**src/hdl/tsr_consts.vh**
```
// Constants for the temperature result, status and control register block.
// Assumes a 100 MHz system clock and a byte-wide register port from the serial engine.
// Functional notes
// - High result bytes at pointers 00h, 01h, 02h
// - Low result bytes at pointers 10h, 11h, 12h
// - Results read-only, refreshed when conversion finishes
// - Low read after high gives same conversion
// - Two-byte read returns high then low byte
// - Results read zero after reset until converted
// - Status 08h shows busy in bit 7 only
// - First conversion starts promptly after reset
// - Halt clear converts continuously at chosen rate
// - Halt set finishes sequence, then stops converting
// - Configuration 1 bit 2 selects extended range
// - Trigger write in halt runs one sequence
// - Trigger write during a sequence is ignored
// - Trigger in idle gap starts sequence immediately
// - Configuration 2 bit 2 enables resistance correction
// - Correction off halves external conversion time
// - Configuration 2 bits 3..5 enable channels
// - Order local, external 1, external 2, then idle
// - Rate register sets period from one sequence start to the next
// - Rate codes 0..7 give 1/16 to 8 per second
// - Pointer loaded by host write, reset zero; a same-cycle data write to an address other than 09h..0Bh cancels the load
`ifndef TSR_CONSTS_VH
`define TSR_CONSTS_VH

// Pointer addresses
`define TSR_ADDR_LOCAL_HI 8'h00
`define TSR_ADDR_EXT1_HI 8'h01
`define TSR_ADDR_EXT2_HI 8'h02
`define TSR_ADDR_STATE 8'h08
`define TSR_ADDR_CFG1 8'h09
`define TSR_ADDR_CFG2 8'h0a
`define TSR_ADDR_RATE 8'h0b
`define TSR_ADDR_TRIGGER 8'h0f
`define TSR_ADDR_LOCAL_LO 8'h10
`define TSR_ADDR_EXT1_LO 8'h11
`define TSR_ADDR_EXT2_LO 8'h12

// Field positions
`define TSR_BUSY_BIT 7
`define TSR_HALT_BIT 6
`define TSR_RANGE_BIT 2
`define TSR_RC_BIT 2
`define TSR_LOCAL_EN_BIT 3
`define TSR_EXT1_EN_BIT 4
`define TSR_EXT2_EN_BIT 5

// Writable bit masks
`define TSR_CFG1_MASK 8'h44
`define TSR_CFG2_MASK 8'h3c
`define TSR_RATE_MASK 8'h07

// Reset values
`define TSR_PTR_RST 8'h00
`define TSR_CFG1_RST 8'h00
`define TSR_CFG2_RST 8'h1c
`define TSR_RATE_RST 8'h07
`define TSR_RESULT_RST 16'h0000

// Timing
`define TSR_CLK_MHZ 100
`define TSR_CONV_TIME_US 10000
`define TSR_TOP_RATE_PERIOD_US 125000

`endif

```
**src/hdl/tsr_regs.v**
```verilog
// Result, status and control registers with the conversion sequencer.
// Assumes a serial engine on sys_clk_i presents pointer, data and read strobes,
// and an analog front end presents its result while conv_busy_o is high.
`timescale 1ns/100ps
`default_nettype none
`include "tsr_consts.vh"

module tsr_regs #(
  parameter [31:0] CONV_CYC = `TSR_CONV_TIME_US * `TSR_CLK_MHZ,
  parameter [31:0] TOP_PERIOD_CYC = `TSR_TOP_RATE_PERIOD_US * `TSR_CLK_MHZ
) (
  // Clock and reset
  input wire sys_clk_i,
  input wire rst_i,
  // Host register port
  input wire ptr_wr_i,
  input wire [7:0] ptr_i,
  input wire data_wr_i,
  input wire [7:0] wdata_i,
  input wire rd_req_i,
  input wire rd_cont_i,
  output wire [7:0] rd_data_o,
  output wire rd_valid_o,
  // Analog front end
  input wire [15:0] conv_result_i,
  output wire conv_busy_o,
  output wire [1:0] conv_chan_o,
  output wire conv_rc_o,
  output wire ext_range_o
);

  localparam ST_IDLE = 1'b0;
  localparam ST_CONV = 1'b1;
  localparam [1:0] CH_NONE = 2'd3;

  reg [7:0] ptr_r;
  reg [7:0] cfg1_r;
  reg [7:0] cfg2_r;
  reg [7:0] rate_r;
  reg [15:0] res_r [0:2];
  reg [7:0] shadow_lo_r;
  reg [1:0] shadow_ch_r;
  reg shadow_ok_r;
  reg [7:0] rd_data_r;
  reg rd_valid_r;
  reg st_r;
  reg [1:0] ch_r;
  reg [31:0] tmr_r;
  reg [31:0] per_cnt_r;
  integer i;

  wire halt_conversions = cfg1_r[`TSR_HALT_BIT];
  wire series_res_correct_en = cfg2_r[`TSR_RC_BIT];
  wire local_channel_en = cfg2_r[`TSR_LOCAL_EN_BIT];
  wire ext1_channel_en = cfg2_r[`TSR_EXT1_EN_BIT];
  wire ext2_channel_en = cfg2_r[`TSR_EXT2_EN_BIT];
  wire [2:0] ch_en = {ext2_channel_en, ext1_channel_en, local_channel_en};
  wire trigger_wr = data_wr_i && (ptr_r == `TSR_ADDR_TRIGGER);
  wire conv_done = (st_r == ST_CONV) && (tmr_r == 32'd0);
  wire [2:0] rate_shift = 3'd7 - rate_r[2:0];
  wire [31:0] period_cyc = TOP_PERIOD_CYC << rate_shift;
  wire start_now = (!halt_conversions && per_cnt_r == 32'd0) || trigger_wr;
  wire [1:0] first_ch = next_ch(2'd0, ch_en);
  wire [1:0] follow_ch = next_ch(ch_r + 2'd1, ch_en);

  // First enabled channel at or after a position
  function [1:0] next_ch;
    input [1:0] from;
    input [2:0] en;
    integer k;
    begin
      next_ch = CH_NONE;
      for (k = 2; k >= 0; k = k - 1) begin
        if (k >= from && en[k]) begin
          next_ch = k[1:0];
        end
      end
    end
  endfunction

  // Cycles spent converting one channel
  function [31:0] conv_len;
    input [1:0] c;
    input rc;
    begin
      if (c != 2'd0 && !rc) begin
        conv_len = CONV_CYC >> 1;
      end else begin
        conv_len = CONV_CYC;
      end
    end
  endfunction

  // Pointer and writable configuration
  always @(posedge sys_clk_i) begin
    if (rst_i) begin
      ptr_r <= `TSR_PTR_RST;
      cfg1_r <= `TSR_CFG1_RST;
      cfg2_r <= `TSR_CFG2_RST;
      rate_r <= `TSR_RATE_RST;
    end else begin
      if (ptr_wr_i) begin
        ptr_r <= ptr_i;
      end
      if (data_wr_i) begin
        case (ptr_r)
          `TSR_ADDR_CFG1: begin
            cfg1_r <= wdata_i & `TSR_CFG1_MASK;
          end
          `TSR_ADDR_CFG2: begin
            cfg2_r <= wdata_i & `TSR_CFG2_MASK;
          end
          `TSR_ADDR_RATE: begin
            rate_r <= wdata_i & `TSR_RATE_MASK;
          end
          default: begin
            // Read-only and trigger addresses store nothing
            ptr_r <= ptr_r;
          end
        endcase
      end
    end
  end

  // Conversion sequencer
  always @(posedge sys_clk_i) begin
    if (rst_i) begin
      st_r <= ST_IDLE;
      ch_r <= 2'd0;
      tmr_r <= 32'd0;
      per_cnt_r <= 32'd0;
    end else begin
      case (st_r)
        ST_IDLE: begin
          if (start_now) begin
            per_cnt_r <= period_cyc - 32'd1;
            if (first_ch != CH_NONE) begin
              st_r <= ST_CONV;
              ch_r <= first_ch;
              tmr_r <= conv_len(first_ch, series_res_correct_en) - 32'd1;
            end
          end else if (halt_conversions) begin
            // Release of halt starts at once
            per_cnt_r <= 32'd0;
          end else if (per_cnt_r != 32'd0) begin
            per_cnt_r <= per_cnt_r - 32'd1;
          end
        end
        ST_CONV: begin
          // Trigger writes are not looked at here
          if (per_cnt_r != 32'd0) begin
            per_cnt_r <= per_cnt_r - 32'd1;
          end
          if (tmr_r == 32'd0) begin
            if (follow_ch == CH_NONE) begin
              st_r <= ST_IDLE;
            end else begin
              ch_r <= follow_ch;
              tmr_r <= conv_len(follow_ch, series_res_correct_en) - 32'd1;
            end
          end else begin
            tmr_r <= tmr_r - 32'd1;
          end
        end
        default: begin
          st_r <= ST_IDLE;
        end
      endcase
    end
  end

  // Result capture at end of each channel
  always @(posedge sys_clk_i) begin
    if (rst_i) begin
      for (i = 0; i < 3; i = i + 1) begin
        res_r[i] <= `TSR_RESULT_RST;
      end
    end else if (conv_done) begin
      res_r[ch_r] <= conv_result_i;
    end
  end

  // Read path with coherent low byte
  always @(posedge sys_clk_i) begin
    if (rst_i) begin
      rd_data_r <= 8'h00;
      rd_valid_r <= 1'b0;
      shadow_lo_r <= 8'h00;
      shadow_ch_r <= 2'd0;
      shadow_ok_r <= 1'b0;
    end else begin
      rd_valid_r <= rd_req_i;
      if (rd_req_i) begin
        case (ptr_r)
          `TSR_ADDR_LOCAL_HI, `TSR_ADDR_EXT1_HI, `TSR_ADDR_EXT2_HI: begin
            if (rd_cont_i && shadow_ok_r && shadow_ch_r == ptr_r[1:0]) begin
              rd_data_r <= shadow_lo_r;
              shadow_ok_r <= 1'b0;
            end else begin
              rd_data_r <= res_r[ptr_r[1:0]][15:8];
              shadow_lo_r <= res_r[ptr_r[1:0]][7:0];
              shadow_ch_r <= ptr_r[1:0];
              shadow_ok_r <= 1'b1;
            end
          end
          `TSR_ADDR_LOCAL_LO, `TSR_ADDR_EXT1_LO, `TSR_ADDR_EXT2_LO: begin
            if (shadow_ok_r && shadow_ch_r == ptr_r[1:0]) begin
              rd_data_r <= shadow_lo_r;
            end else begin
              rd_data_r <= res_r[ptr_r[1:0]][7:0];
            end
            shadow_ok_r <= 1'b0;
          end
          `TSR_ADDR_STATE: begin
            rd_data_r <= {st_r, 7'h00};
            shadow_ok_r <= 1'b0;
          end
          `TSR_ADDR_CFG1: begin
            rd_data_r <= cfg1_r;
            shadow_ok_r <= 1'b0;
          end
          `TSR_ADDR_CFG2: begin
            rd_data_r <= cfg2_r;
            shadow_ok_r <= 1'b0;
          end
          `TSR_ADDR_RATE: begin
            rd_data_r <= rate_r;
            shadow_ok_r <= 1'b0;
          end
          default: begin
            rd_data_r <= 8'h00;
            shadow_ok_r <= 1'b0;
          end
        endcase
      end
    end
  end

  assign rd_data_o = rd_data_r;
  assign rd_valid_o = rd_valid_r;
  assign conv_busy_o = st_r;
  assign conv_chan_o = ch_r;
  assign conv_rc_o = cfg2_r[`TSR_RC_BIT];
  assign ext_range_o = cfg1_r[`TSR_RANGE_BIT];

endmodule

`default_nettype wire

```
**config.mk**
```make
export PLATFORM = sky130hd
export DESIGN_NAME = tsr_regs
export DESIGN_NICKNAME = d
export VERILOG_FILES = /design/src/hdl/tsr_regs.v
export VERILOG_INCLUDE_DIRS = /design/src /design/src/hdl
export SDC_FILE = /design/constraint.sdc
export NUM_CORES = 1
export LEC_CHECK = 0
export ABC_AREA = 1
export BUFFER_PORTS_ARGS = -buffer_cell sky130_fd_sc_hd__buf_2
export CORE_MARGIN = 2
export CORE_UTILIZATION = 45
export CTS_CLUSTER_DIAMETER = 30
export DETAILED_ROUTE_END_ITERATION = 10
export GPL_TIMING_DRIVEN = 0
export MAX_ROUTING_LAYER = met4
export PLACE_DENSITY = 0.68
export SYNTH_ARGS = -nofsm -noshare
export SYNTH_HDL_FRONTEND = slang
export SYNTH_SLANG_ARGS = --single-unit
```
**constraint.sdc**
```tcl
create_clock -name sys_clk_i -period 2.85 [get_ports sys_clk_i]
set_input_delay 0.4275 -clock sys_clk_i [delete_from_list [all_inputs] [get_ports sys_clk_i]]
set_output_delay 0.4275 -clock sys_clk_i [all_outputs]
set_load 0.01 [all_outputs]
```
* Word level (Yosys, flattened, before mapping)
Memories as Yosys holds them, arrays and structs flattened. A register that Yosys moved wholly into a read port is not among the register bits.
Cells that the tools add are included.
** Cells by class
- Equality and inequality tests :: 19
- Multiplexer cells :: 53
- Bitwise logic cells :: 2
- Magnitude comparators :: 3
- Div/mod/pow operators :: 0
- Add/sub/neg operators :: 7
- Shifts and indexed selects :: 1
- Reductions and logical operators :: 30
- Multipliers :: 0
** Operator list (number)
- 32-bit 2-to-1 mux :: 15
- 32-bit by 1-bit subtractor with 32-bit output (second input constant) :: 5
- 32-bit case mux with 2 select lines :: 2
- 32-bit zero test :: 2
- 8-bit case mux with 6 select lines :: 1
- 8-bit by 4-bit equality test with 1-bit output (second input constant) :: 5
- 20-bit 2-to-1 mux :: 2
- 8-bit 2-to-1 mux :: 5
- 32-bit nonzero test :: 1
- 24-bit by 3-bit << shifter with 32-bit output (first input constant) :: 1
- 8-bit by 5-bit equality test with 1-bit output (second input constant) :: 3
- 2-bit 2-to-1 mux :: 11
- 16-bit 2-to-1 mux :: 1
- 16-bit OR reduction :: 1
- 1-bit 2-to-1 mux :: 14
- 1-bit logical AND :: 11
- 2-bit != test (second input constant) :: 5
- 3-bit OR reduction :: 3
- 8-bit by 1-bit equality test with 1-bit output (second input constant) :: 1
- 8-bit by 2-bit equality test with 1-bit output (second input constant) :: 1
- 8-bit zero test :: 1
- 2-bit AND reduction :: 3
- 3-bit AND reduction :: 2
- 1-bit by 2-bit >= comparator with 1-bit output (first input constant) :: 2
- other kinds (14) :: 17
** Storage, ports and cells
- Register bits after elaboration :: 104
- Bits in read-only memories :: 0
- Memories kept :: 1
- Bits in writable memories :: 48
- Word-level logic and storage cells :: 129
- Output and inout port bits :: 14
- Bits in latches :: 0
** Memory list
- res_r :: words 3, bits a word 16, rd ports 1, clocked after Yosys merged registers in 1, write ports 3, line tsr_regs.v:40 : reg [15:0] res_r [0:2];

* Longest topological paths before layout
Gate-level depths: netlist of run 1.
- Depth after elaboration :: 17
- Depth in mapped cells :: 18

* Least setup slack after synthesis of run 1
No wires, ideal clock.
- Path kind :: register -> register
- Start :: register tmr_r[10]
- End :: memory res_r[0][0] (enable)
- Setup slack :: 0.629 ns
- Path buffers :: 1
- Data required time :: 2.478 ns
- Stages on the path, launching flop included :: 11
- Clock period less this slack :: 2.221 ns
- Data arrival time :: 1.850 ns
- Library setup time :: 0.372 ns
- Cells stage by stage :: dfxtp_1 > nor2_1 > nand2_1 > nor2_1 > nand2_2 > inv_1 > nand2_4 > nor3_2 > nand2_1 > clkbuf_1 > nand2_1
** RTL lines
- start, declared :: line tsr_regs.v:48 : reg [31:0] tmr_r;
- start signal, assigned :: line tsr_regs.v:140 : tmr_r <= conv_len(first_ch, series_res_correct_en) - 32'd1;
- start signal, assigned :: line tsr_regs.v:159 : tmr_r <= conv_len(follow_ch, series_res_correct_en) - 32'd1;
- start signal, assigned :: line tsr_regs.v:162 : tmr_r <= tmr_r - 32'd1;
- end, declared :: line tsr_regs.v:40

==> run_results.csv, run 1 <==
group,metric,value,unit
die,ios,52,
power,p_total,0.0121,W
final_layout,drive_gt1_share,11.8,%
yosys,synthTopCellsByCount,"217 x nand2_1, 210 x nor2_1, 150 x inv_1",
global_route,grt.overflow.total,0,
critical_path,r2r_slack,0.19,ns
detailed_routing,wl_per_cell,16.5,µm
die,rows,52,
detailed_routing,viasPerCell,5.38,
yosys,ys.flop_type,"dfxtp_1",
critical_path,end_kind,"flop",
yosys,syn_inst,1221,
clocking,cts_tree,"yes",
die,die_area,21700,µm²
critical_path,path_cells,"nor2_1 > nand2_1 > nor2_1 > nand2_2 > inv_1 > nand2_4 > nor3_2 > nand2_1 > clkbuf_2 > nand2_4",
clocking,clockBufferDepth,2,
yosys,ys_seq_elements,170,
yosys,yosysSeqAreaShare,43.8,%
yosys,yosysWarnings,0,
timing,max_freq,375,MHz
die,die_h,147,µm
global_route,grt_pass1_vias,7821,
detailed_routing,drc_errors,0,
die,initial_core_util,45.8,%
place,gp_congestion,0.964,
critical_path,cp-start-kind,"flop",
power,power_density,1150,nW/µm²
hold_path,min_to,"res_r[3][11]$_DFFE_PP_",
place,port_buffers,49,
final_layout,nets,1336,
detailed_routing,drtPass1Iterations,5,
hold_path,whs_path_depth,1,
detailed_routing,ant_nets,0,
yosys,yosysMostFrequentCell,"nand2_1",
timing,fin_skew,0.0126,ns
clocking,clkTransAtPathRegs,0.08,ns
critical_path,ff2ff_path_depth,10,
clocking,cts_inserted_buffers,17,
global_route,antenna_found_initial,1,
timing,min_period,2.66,ns
critical_path,crit_fanout,16,
global_route,grt_start_max_net_pins,20,
global_route,grt_pass1_wl,41.2,mm
detailed_routing,totalWireLength,25.9,mm
critical_path,arrival,2.79,ns
clocking,clkSinkCount,170,
critical_path,worstReg2RegStart,"tmr_r[27]$_SDFFE_PP0P_",
power,peakVddDrop,0.613,mV
hold_path,hold_class,"in -> reg",
clocking,postCtsHoldBufs,0,
critical_path,crit_type,"reg -> reg",
global_route,grt_usage,25.0,%
timing,slew_viol_final,0,
clocking,cts-htree-levels,4,
timing,worst_pin_slew,0.965,ns
clocking,clk_latency,0.44,ns
detailed_routing,drtIter0Drc,625,
critical_path,setup.worst_path.start,"tmr_r[27]$_SDFFE_PP0P_",
hold_path,holdCritStartpoint,"conv_result_i[11]",
yosys,syn-num-nets,1268,
final_layout,syn_to_final_growth,13.0,%
die,core,20200,µm²
yosys,synth_area_leaders,"dfxtp_1 23%, edfxtp_1 21%, nand2_1 8.8%, nor2_1 8.5%, inv_1 6.1%",
yosys,synth.distinct_cells,59,
yosys,synth_edf_count,64,
final_layout,nFillCells,1967,
timing,max_slew_margin,35.7,%
run,drv_cap,0,
timing,hold_viol_final,0,
critical_path,crit_slowest_cell,"dfxtp_1",
yosys,avgSynthCellArea,7.57,µm²
critical_path,reg2reg_to,"res_r[2][0]$_SDFFCE_PN0P_",
yosys,synth_area,9240,µm²
power,p_leak,4.63,nW
timing,finalSetupViolCount,0,
yosys,synth_top_area_share,23.0,%
critical_path,critPathMaxStageDelay,0.35,ns
yosys,synth_top_area_cell,"dfxtp_1",
outcome,outcome,"completed",
clocking,cts-root-buf,"clkbuf_16",
timing,fin_crit_sh,93.5,%
place,hpwl,19.2,mm
clocking,postCtsSetupBuffers,0,
critical_path,worst_ep_required_time,2.97,ns
detailed_routing,via_count,8465,
die,die_x,147,µm
timing,setup_tns,0,ns
yosys,synth-async-reset-ratio,0,%
[layer usage]
metal / vias up / GRT usage [%] / wire length (µm)
met5: - / - / 0
met4: 0 / 7.21 / 530
met3: 50 / 4.81 / 1810
met2: 279 / 41.0 / 12300
met1: 3929 / 31.8 / 11300
li1: 4207 / - / -
[what timing repair did]
item / CTS / global route
endpoints found under the setup margin: 48 / 48
resized for setup: 3 / 8
gates cloned: 0 / 0
[state kept, by name, indices dropped and copies added, names as in the netlist, named ones only]
register     flops
cfg1_r           2
cfg2_r           4
conv_busy_o      1
conv_chan_o      2
per_cnt_r       32
ptr_r            8
rate_r           3
rd_data_o        8
rd_valid_o       1
res_r           64
shadow_ch_r      2
shadow_lo_r      8
shadow_ok_r      1
tmr_r           32
[cells in the final DEF (no fill, tap or decap), types with 7 or more instances in the layout]
| master | count |
|---|---|
| a21oi_1 | 84 |
| a31oi_1 | 8 |
| a32o_1 | 9 |
| buf_2 | 53 |
| clkbuf_1 | 27 |
| clkbuf_16 | 17 |
| dfxtp_1 | 106 |
| edfxtp_1 | 64 |
| ha_1 | 9 |
| inv_1 | 150 |
| inv_8 | 9 |
| nand2_1 | 213 |
| nand2_2 | 7 |
| nand3_1 | 53 |
| nand4_1 | 20 |
| nor2_1 | 210 |
| nor2_2 | 12 |
| nor2_4 | 7 |
| nor3_1 | 19 |
| o211ai_1 | 23 |
| o21ai_0 | 78 |
| o221ai_1 | 10 |
| xnor2_1 | 9 |
| xor2_1 | 16 |
[through the flow]
step,cells,hold slack [ns],util (%),setup WS [ns],cell area (µm²)
floorplan,1221,0.429,-,0.629,9240
finish,1573,0.169,51.8,0.187,10400
detailed placement,1540,0.444,48.7,-0.214,9820
CTS,1572,0.157,51.7,0.00398,10400
global placement,1540,0.443,48.7,-0.224,9820
global route,1573,0.159,51.8,-0.0138,10400
[worst max-delay path by stage]
stage	end	slack [ns]	depth (start not counted)
after floorplan	res_r[0][0]$_SDFFCE_PN0P_	0.63	10
after global placement	res_r[1][1]$_SDFFCE_PN0P_	-0.22	10
after detailed placement	res_r[0][3]$_SDFFCE_PN0P_	-0.21	10
after CTS	res_r[0][0]$_SDFFCE_PN0P_	0.004	10
after global routing	res_r[2][0]$_SDFFCE_PN0P_	-0.01	10
final	res_r[2][0]$_SDFFCE_PN0P_	0.19	10
[critical path, delay by kind of cell (launching register included)]
family / cells / cell delay (ns)
buffers and inverters: 2 / 0.43
and+or+nand+nor: 8 / 1.56
DFF: 1 / 0.35
[cell families (layout without fill, tap and decap cells)]
group	Yosys count	count (layout)	share of synthesized area (%)
compound gates	246	246	16.2
flops	170	170	43.8
other cells	0	1	0
fa+ha+maj	9	9	1.22
buf+inv	198	279	8.54
xor+xnor	25	25	2.37
simple gates	573	573	27.9
[final cells by class]
class | count | area, µm² | share of cell area (%)
tap | 270 | 338 | 3.24
sequential | 170 | 4040 | 38.7
multi-input combinational | 853 | 4430 | 42.5
antenna | 1 | 2.50 | 0.0240
inverter | 158 | 597 | 5.72
timing repair buffer | 49 | 245 | 2.35
clock buffer | 17 | 425 | 4.07
buffer | 40 | 195 | 1.87
clock inverter | 15 | 161 | 1.55
[power breakdown]
part	switching [W]	internal (W)
clock network	0.00116	0.00118
logic	0.00461	0.00201
registers	0.000257	0.00283
total	0.00603	0.00602
Power figures use the tool's default switching activity.
==> inputs of run 2 (changes only) <==
- BUFFER_PORTS_ARGS: -buffer_cell sky130_fd_sc_hd__buf_2 -> not set
- DONT_BUFFER_PORTS: not set -> 1
- PLACE_DENSITY: 0.68 -> 0.66
==> run 2 against run 1 <==
  * Sequential power barely moved
  * Clock skew is 0.0098 ns higher
  * Fmax fell by 2.0%
  * Via count is 3.1% lower
  * Critical path type unchanged
  * Largest cell class unchanged
  * Largest power group unchanged
==> run_results.csv, run 2 (synthesis results as in run 1) <==
group,metric,value,unit
timing,fin_skew,0.0224,ns
power,power_density,1190,nW/µm²
place,post-place-cells,1491,
global_route,use_met3,5.87,%
power,peakVddDrop,0.949,mV
timing,finalSetupViolCount,0,
die,core,20200,µm²
final_layout,drive_gt1_share,8.30,%
clocking,clockBufferDepth,2,
global_route,grt_pass1_vias,7726,
timing,holdWs,0.0574,ns
detailed_routing,drtIter0Drc,723,
global_route,antenna_found_initial,0,
global_route,globalRouteMet2Util,40.2,%
timing,grt_setup_unrepaired,"yes",
global_route,grt_usage,25.1,%
place,gp_congestion,0.950,
final_layout,mostFrequentLayoutCell,"nand2_1",
timing,fin_crit_sh,95.4,%
detailed_routing,totalWireLength,25.9,mm
final_layout,largest_register_ffs,64,
clocking,postCtsHoldBufs,0,
clocking,clkSinkCount,170,
outcome,outcome,"completed",
die,die_h,147,µm
die,die_area,21700,µm²
clocking,cts-htree-levels,4,
place,hpwl,19.1,mm
final_layout,fin_cells,1523,
detailed_routing,wl_per_cell,17.0,µm
timing,min_period,2.72,ns
clocking,clkTransAtPathRegs,0.09,ns
critical_path,crit_type,"reg -> reg",
timing,hold_viol_final,0,
final_layout,nets,1287,
detailed_routing,drc_errors,0,
timing,worst_pin_slew,0.976,ns
clocking,cts_tree,"yes",
critical_path,cp-start-kind,"flop",
detailed_routing,drtPass1Iterations,5,
detailed_routing,via_count,8201,
place,placed_area,9580,µm²
critical_path,crit_fanout,16,
final_layout,mostFrequentLayoutCells,"214 x nand2_1, 210 x nor2_1, 150 x inv_1",
die,rows,52,
timing,slew_viol_final,0,
final_layout,n_antenna_cell,0,
die,die_x,147,µm
critical_path,worst_ep_required_time,2.98,ns
critical_path,crit_slowest_cell,"clkbuf_1",
place,pre_cts_ws,-0.285,ns
global_route,grt_start_max_net_pins,23,
final_layout,final_util,50.8,%
critical_path,end_kind,"flop",
place,port_buffers,0,
clocking,postCtsSetupBuffers,0,
critical_path,ff2ff_path_depth,10,
global_route,busiest_layer,"met2",
die,initial_core_util,45.8,%
detailed_routing,ant_nets,0,
timing,max_freq,368,MHz
clocking,clk_latency,0.46,ns
final_layout,largest_register,"res_r",
timing,finalWorstSetupSlack,0.131,ns
run,drv_cap,0,
critical_path,critPathMaxStageDelay,0.38,ns
clocking,cts-root-buf,"clkbuf_16",
die,ios,52,
final_layout,syn_to_final_growth,10.9,%
hold_path,whs_path_depth,0,
critical_path,path_cells,"nor2_1 > nand2_1 > nor2_1 > nand2_2 > inv_1 > nand2_4 > nor3_2 > nand2_1 > clkbuf_1 > nand2_4",
hold_path,hold_class,"in -> reg",
global_route,grt_pass1_wl,41.2,mm
clocking,cts_inserted_buffers,17,
final_layout,final_area,10200,µm²
global_route,grt.overflow.total,0,
global_route,use_met1,31.7,%
final_layout,top_regs,"res_r x64, per_cnt_r x32, tmr_r x32",
detailed_routing,viasPerCell,5.38,
power,p_leak,4.45,nW
timing,max_slew_margin,34.4,%
critical_path,arrival,2.85,ns
run 2: power breakdown:
group / switching (W) / internal, W
clock network: 0.00127 / 0.00123
logic: 0.00463 / 0.00197
registers: 0.000278 / 0.00283
run 2: what timing repair did:
item | CTS | global route
gates resized for setup | 5 | 3
pin swaps | 0 | 0
endpoints found under the setup margin | 48 | 48
run 2: final cells by class:
cell class	instances	area (µm²)
multi-input combinational	853	4430
clock buffer	17	425
inverter	158	597
tap	270	338
clock inverter	15	219
fill	1972	9920
buffer	40	194
sequential	170	4040
run 2: worst max-delay path: cells and delay by family (launching register included):
family | cells | cell delay, ns
and+or+nand+nor | 8 | 1.59
buffers and inverters | 2 | 0.47
DFF | 1 | 0.35
run 2: final timing paths:
path	start	endpoint	slack, ns
max	tmr_r[27]$_SDFFE_PP0P_	res_r[2][0]$_SDFFCE_PN0P_	0.13
min	conv_result_i[7]	res_r[3][7]$_DFFE_PP_	0.06
max reg2reg	tmr_r[27]$_SDFFE_PP0P_	res_r[2][0]$_SDFFCE_PN0P_	0.13
min reg2reg	ptr_r[7]$_SDFFE_PP0P_	ptr_r[7]$_SDFFE_PP0P_	0.45
run 2: metrics by stage:
stage	power, W	setup TNS (ns)
2_1_floorplan	0.00810	0
5_1_grt	0.0131	-2.27
3_5_place_dp	0.00959	-11.87
6_report	0.0122	0
4_1_cts	0.0121	0
3_3_place_gp	0.00954	-10.69
run 2: metal layers:
layer	vias up	routed length, µm
met2	248	12200
met3	49	1730
met1	3790	11200
met4	0	709
met5	-	0
li1	4114	-
==> inputs of run 3 (changes only) <==
- CTS_BUF_LIST: not set -> sky130_fd_sc_hd__clkbuf_2
- clock period: 2.85 -> 3.5 ns (I/O delays scaled with it)
==> run 3 against run 2 <==
  * Non-clock buffer count is 37 higher
  * Sequential cell count stayed put
  * Setup slack better by 0.20 ns
  * Sequential power is 18% lower
  * Core utilization is 0.056 points higher
  * Combinational power is 18% lower
  * Die area stayed put
  * Hold slack worse by 0.00053 ns
==> run_results.csv, run 3 (synthesis results as in run 1) <==
group,metric,value,unit
clocking,cts-htree-levels,4,
final_layout,final_util,50.9,%
die,initial_core_util,45.8,%
timing,setup_tns,0,ns
power,p_leak,4.45,nW
clocking,cts-root-buf,"clkbuf_2",
die,die_x,147,µm
timing,worst_pin_slew,0.965,ns
global_route,grt_pass1_vias,7874,
detailed_routing,ant_nets,0,
timing,max_slew_margin,35.1,%
timing,finalSetupViolCount,0,
final_layout,final_area,10300,µm²
place,pre_cts_ws,0.365,ns
hold_path,hold_class,"in -> reg",
die,core,20200,µm²
power,power_density,891,nW/µm²
global_route,antenna_found_initial,2,
timing,slew_viol_final,0,
place,gp_congestion,0.950,
final_layout,largest_register_ffs,64,
die,rows,52,
timing,holdWs,0.0569,ns
timing,finalWorstSetupSlack,0.331,ns
place,hpwl,19.1,mm
final_layout,mostFrequentLayoutCells,"217 x nand2_1, 210 x nor2_1, 150 x inv_1",
die,ios,52,
detailed_routing,drtIter0Drc,763,
final_layout,multi_input_area,4410,µm²
global_route,use_met3,5.22,%
timing,hold_viol_final,0,
final_layout,drive_gt1_share,7.75,%
critical_path,arrival,3.64,ns
global_route,globalRouteMet2Util,41.0,%
outcome,outcome,"completed",
timing,fin_skew,0.0559,ns
final_layout,nets,1324,
detailed_routing,totalWireLength,26.0,mm
clocking,cts_tree,"yes",
power,peakVddDrop,0.757,mV
timing,fin_crit_sh,90.5,%
global_route,use_met1,32.5,%
place,placed_area,9580,µm²
clocking,clockBufferDepth,2,
critical_path,worst_ep_required_time,3.97,ns
global_route,grt_start_max_net_pins,23,
global_route,grt_pass1_wl,41.8,mm
critical_path,end_kind,"flop",
final_layout,mostFrequentLayoutCell,"nand2_1",
clocking,clkSinkCount,170,
clocking,clkTransAtPathRegs,0.31,ns
final_layout,largest_register,"res_r",
timing,min_period,3.17,ns
detailed_routing,viasPerCell,5.35,
run,drv_cap,0,
timing,grt_setup_unrepaired,"no",
global_route,grt_usage,25.4,%
clocking,postCtsSetupBuffers,0,
timing,max_freq,316,MHz
global_route,busiest_layer,"met2",
clocking,cts_inserted_buffers,17,
die,die_area,21700,µm²
final_layout,final-seq-area,4040,µm²
detailed_routing,wl_per_cell,16.7,µm
final_layout,nFillCells,1979,
critical_path,cp-start-kind,"flop",
clocking,clk_latency,0.84,ns
final_layout,top_regs,"res_r x64, per_cnt_r x32, tmr_r x32",
critical_path,crit_type,"reg -> reg",
detailed_routing,drc_errors,0,
final_layout,syn_to_final_growth,11.0,%
place,port_buffers,0,
die,die_h,147,µm
detailed_routing,drtPass1Iterations,6,
critical_path,crit_fanout,16,
detailed_routing,via_count,8350,
global_route,grt.overflow.total,0,
[run 3: cell types whose count changed in the layout (fill, tap and decap cells not counted), sizes merged]
cell / previous run / this run
dlygate4sd3: 0 / 37
diode: 0 / 2
[run 3: path summary, 6_finish.rpt]
kind | from | to | slack (ns) | cells past startpoint
setup / recovery | tmr_r[27]$_SDFFE_PP0P_ | res_r[1][9]$_SDFFCE_PN0P_ | 0.33 | 10
hold / removal | rst_i | tmr_r[17]$_SDFFE_PP0P_ | 0.06 | 4
setup reg to reg | tmr_r[27]$_SDFFE_PP0P_ | res_r[1][9]$_SDFFCE_PN0P_ | 0.33 | 10
hold reg to reg | ptr_r[6]$_SDFFE_PP0P_ | ptr_r[6]$_SDFFE_PP0P_ | 0.48 | 2
[run 3: critical path, cell delays in order, from the launching register on]
cell      delay (ns)
dfxtp_1         0.42
nor2_1          0.18
nand2_1         0.14
nor2_1          0.14
nand2_2         0.09
inv_1           0.09
nand2_4         0.12
nor3_2          0.26
nand2_1         0.35
clkbuf_1        0.36
nand2_1         0.68
[run 3: power by group]
part / switching [W] / internal (W) / total, W / leakage [nW]
registers: 0.000227 / 0.00230 / 0.00253 / 1.50
clock network: 0.000930 / 0.000291 / 0.00122 / 0.170
logic: 0.00376 / 0.00163 / 0.00539 / 2.78
[run 3: metal layers]
metal,wire length [µm],vias to the layer above
met5,0,-
met4,599,0
met3,1930,44
met2,12400,271
met1,11200,3850
li1,-,4185
[run 3: stage by stage]
step                      total power, W  cells
after floorplan                  0.00659   1221
after global placement           0.00777   1491
after detailed placement         0.00781   1491
after CTS                        0.00907   1559
after global routing             0.00990   1562
final                            0.00914   1562
[run 3: final cells by class]
type / instances / share of cell area [%]
Clock inverter: 15 / 2.13
Clock buffer: 17 / 0.829
Timing Repair Buffer: 37 / 3.61
Inverter: 158 / 5.82
Tap cell: 270 / 3.29
Multi-Input combinational cell: 853 / 43.0
Sequential cell: 170 / 39.4
Antenna cell: 2 / 0.0488
Buffer: 40 / 1.88
[run 3: timing repair]
action / in CTS / in global routing
resized for setup: 0 / 0
hold buffers: 36 / 1
hold endpoints to repair: 90 / 1
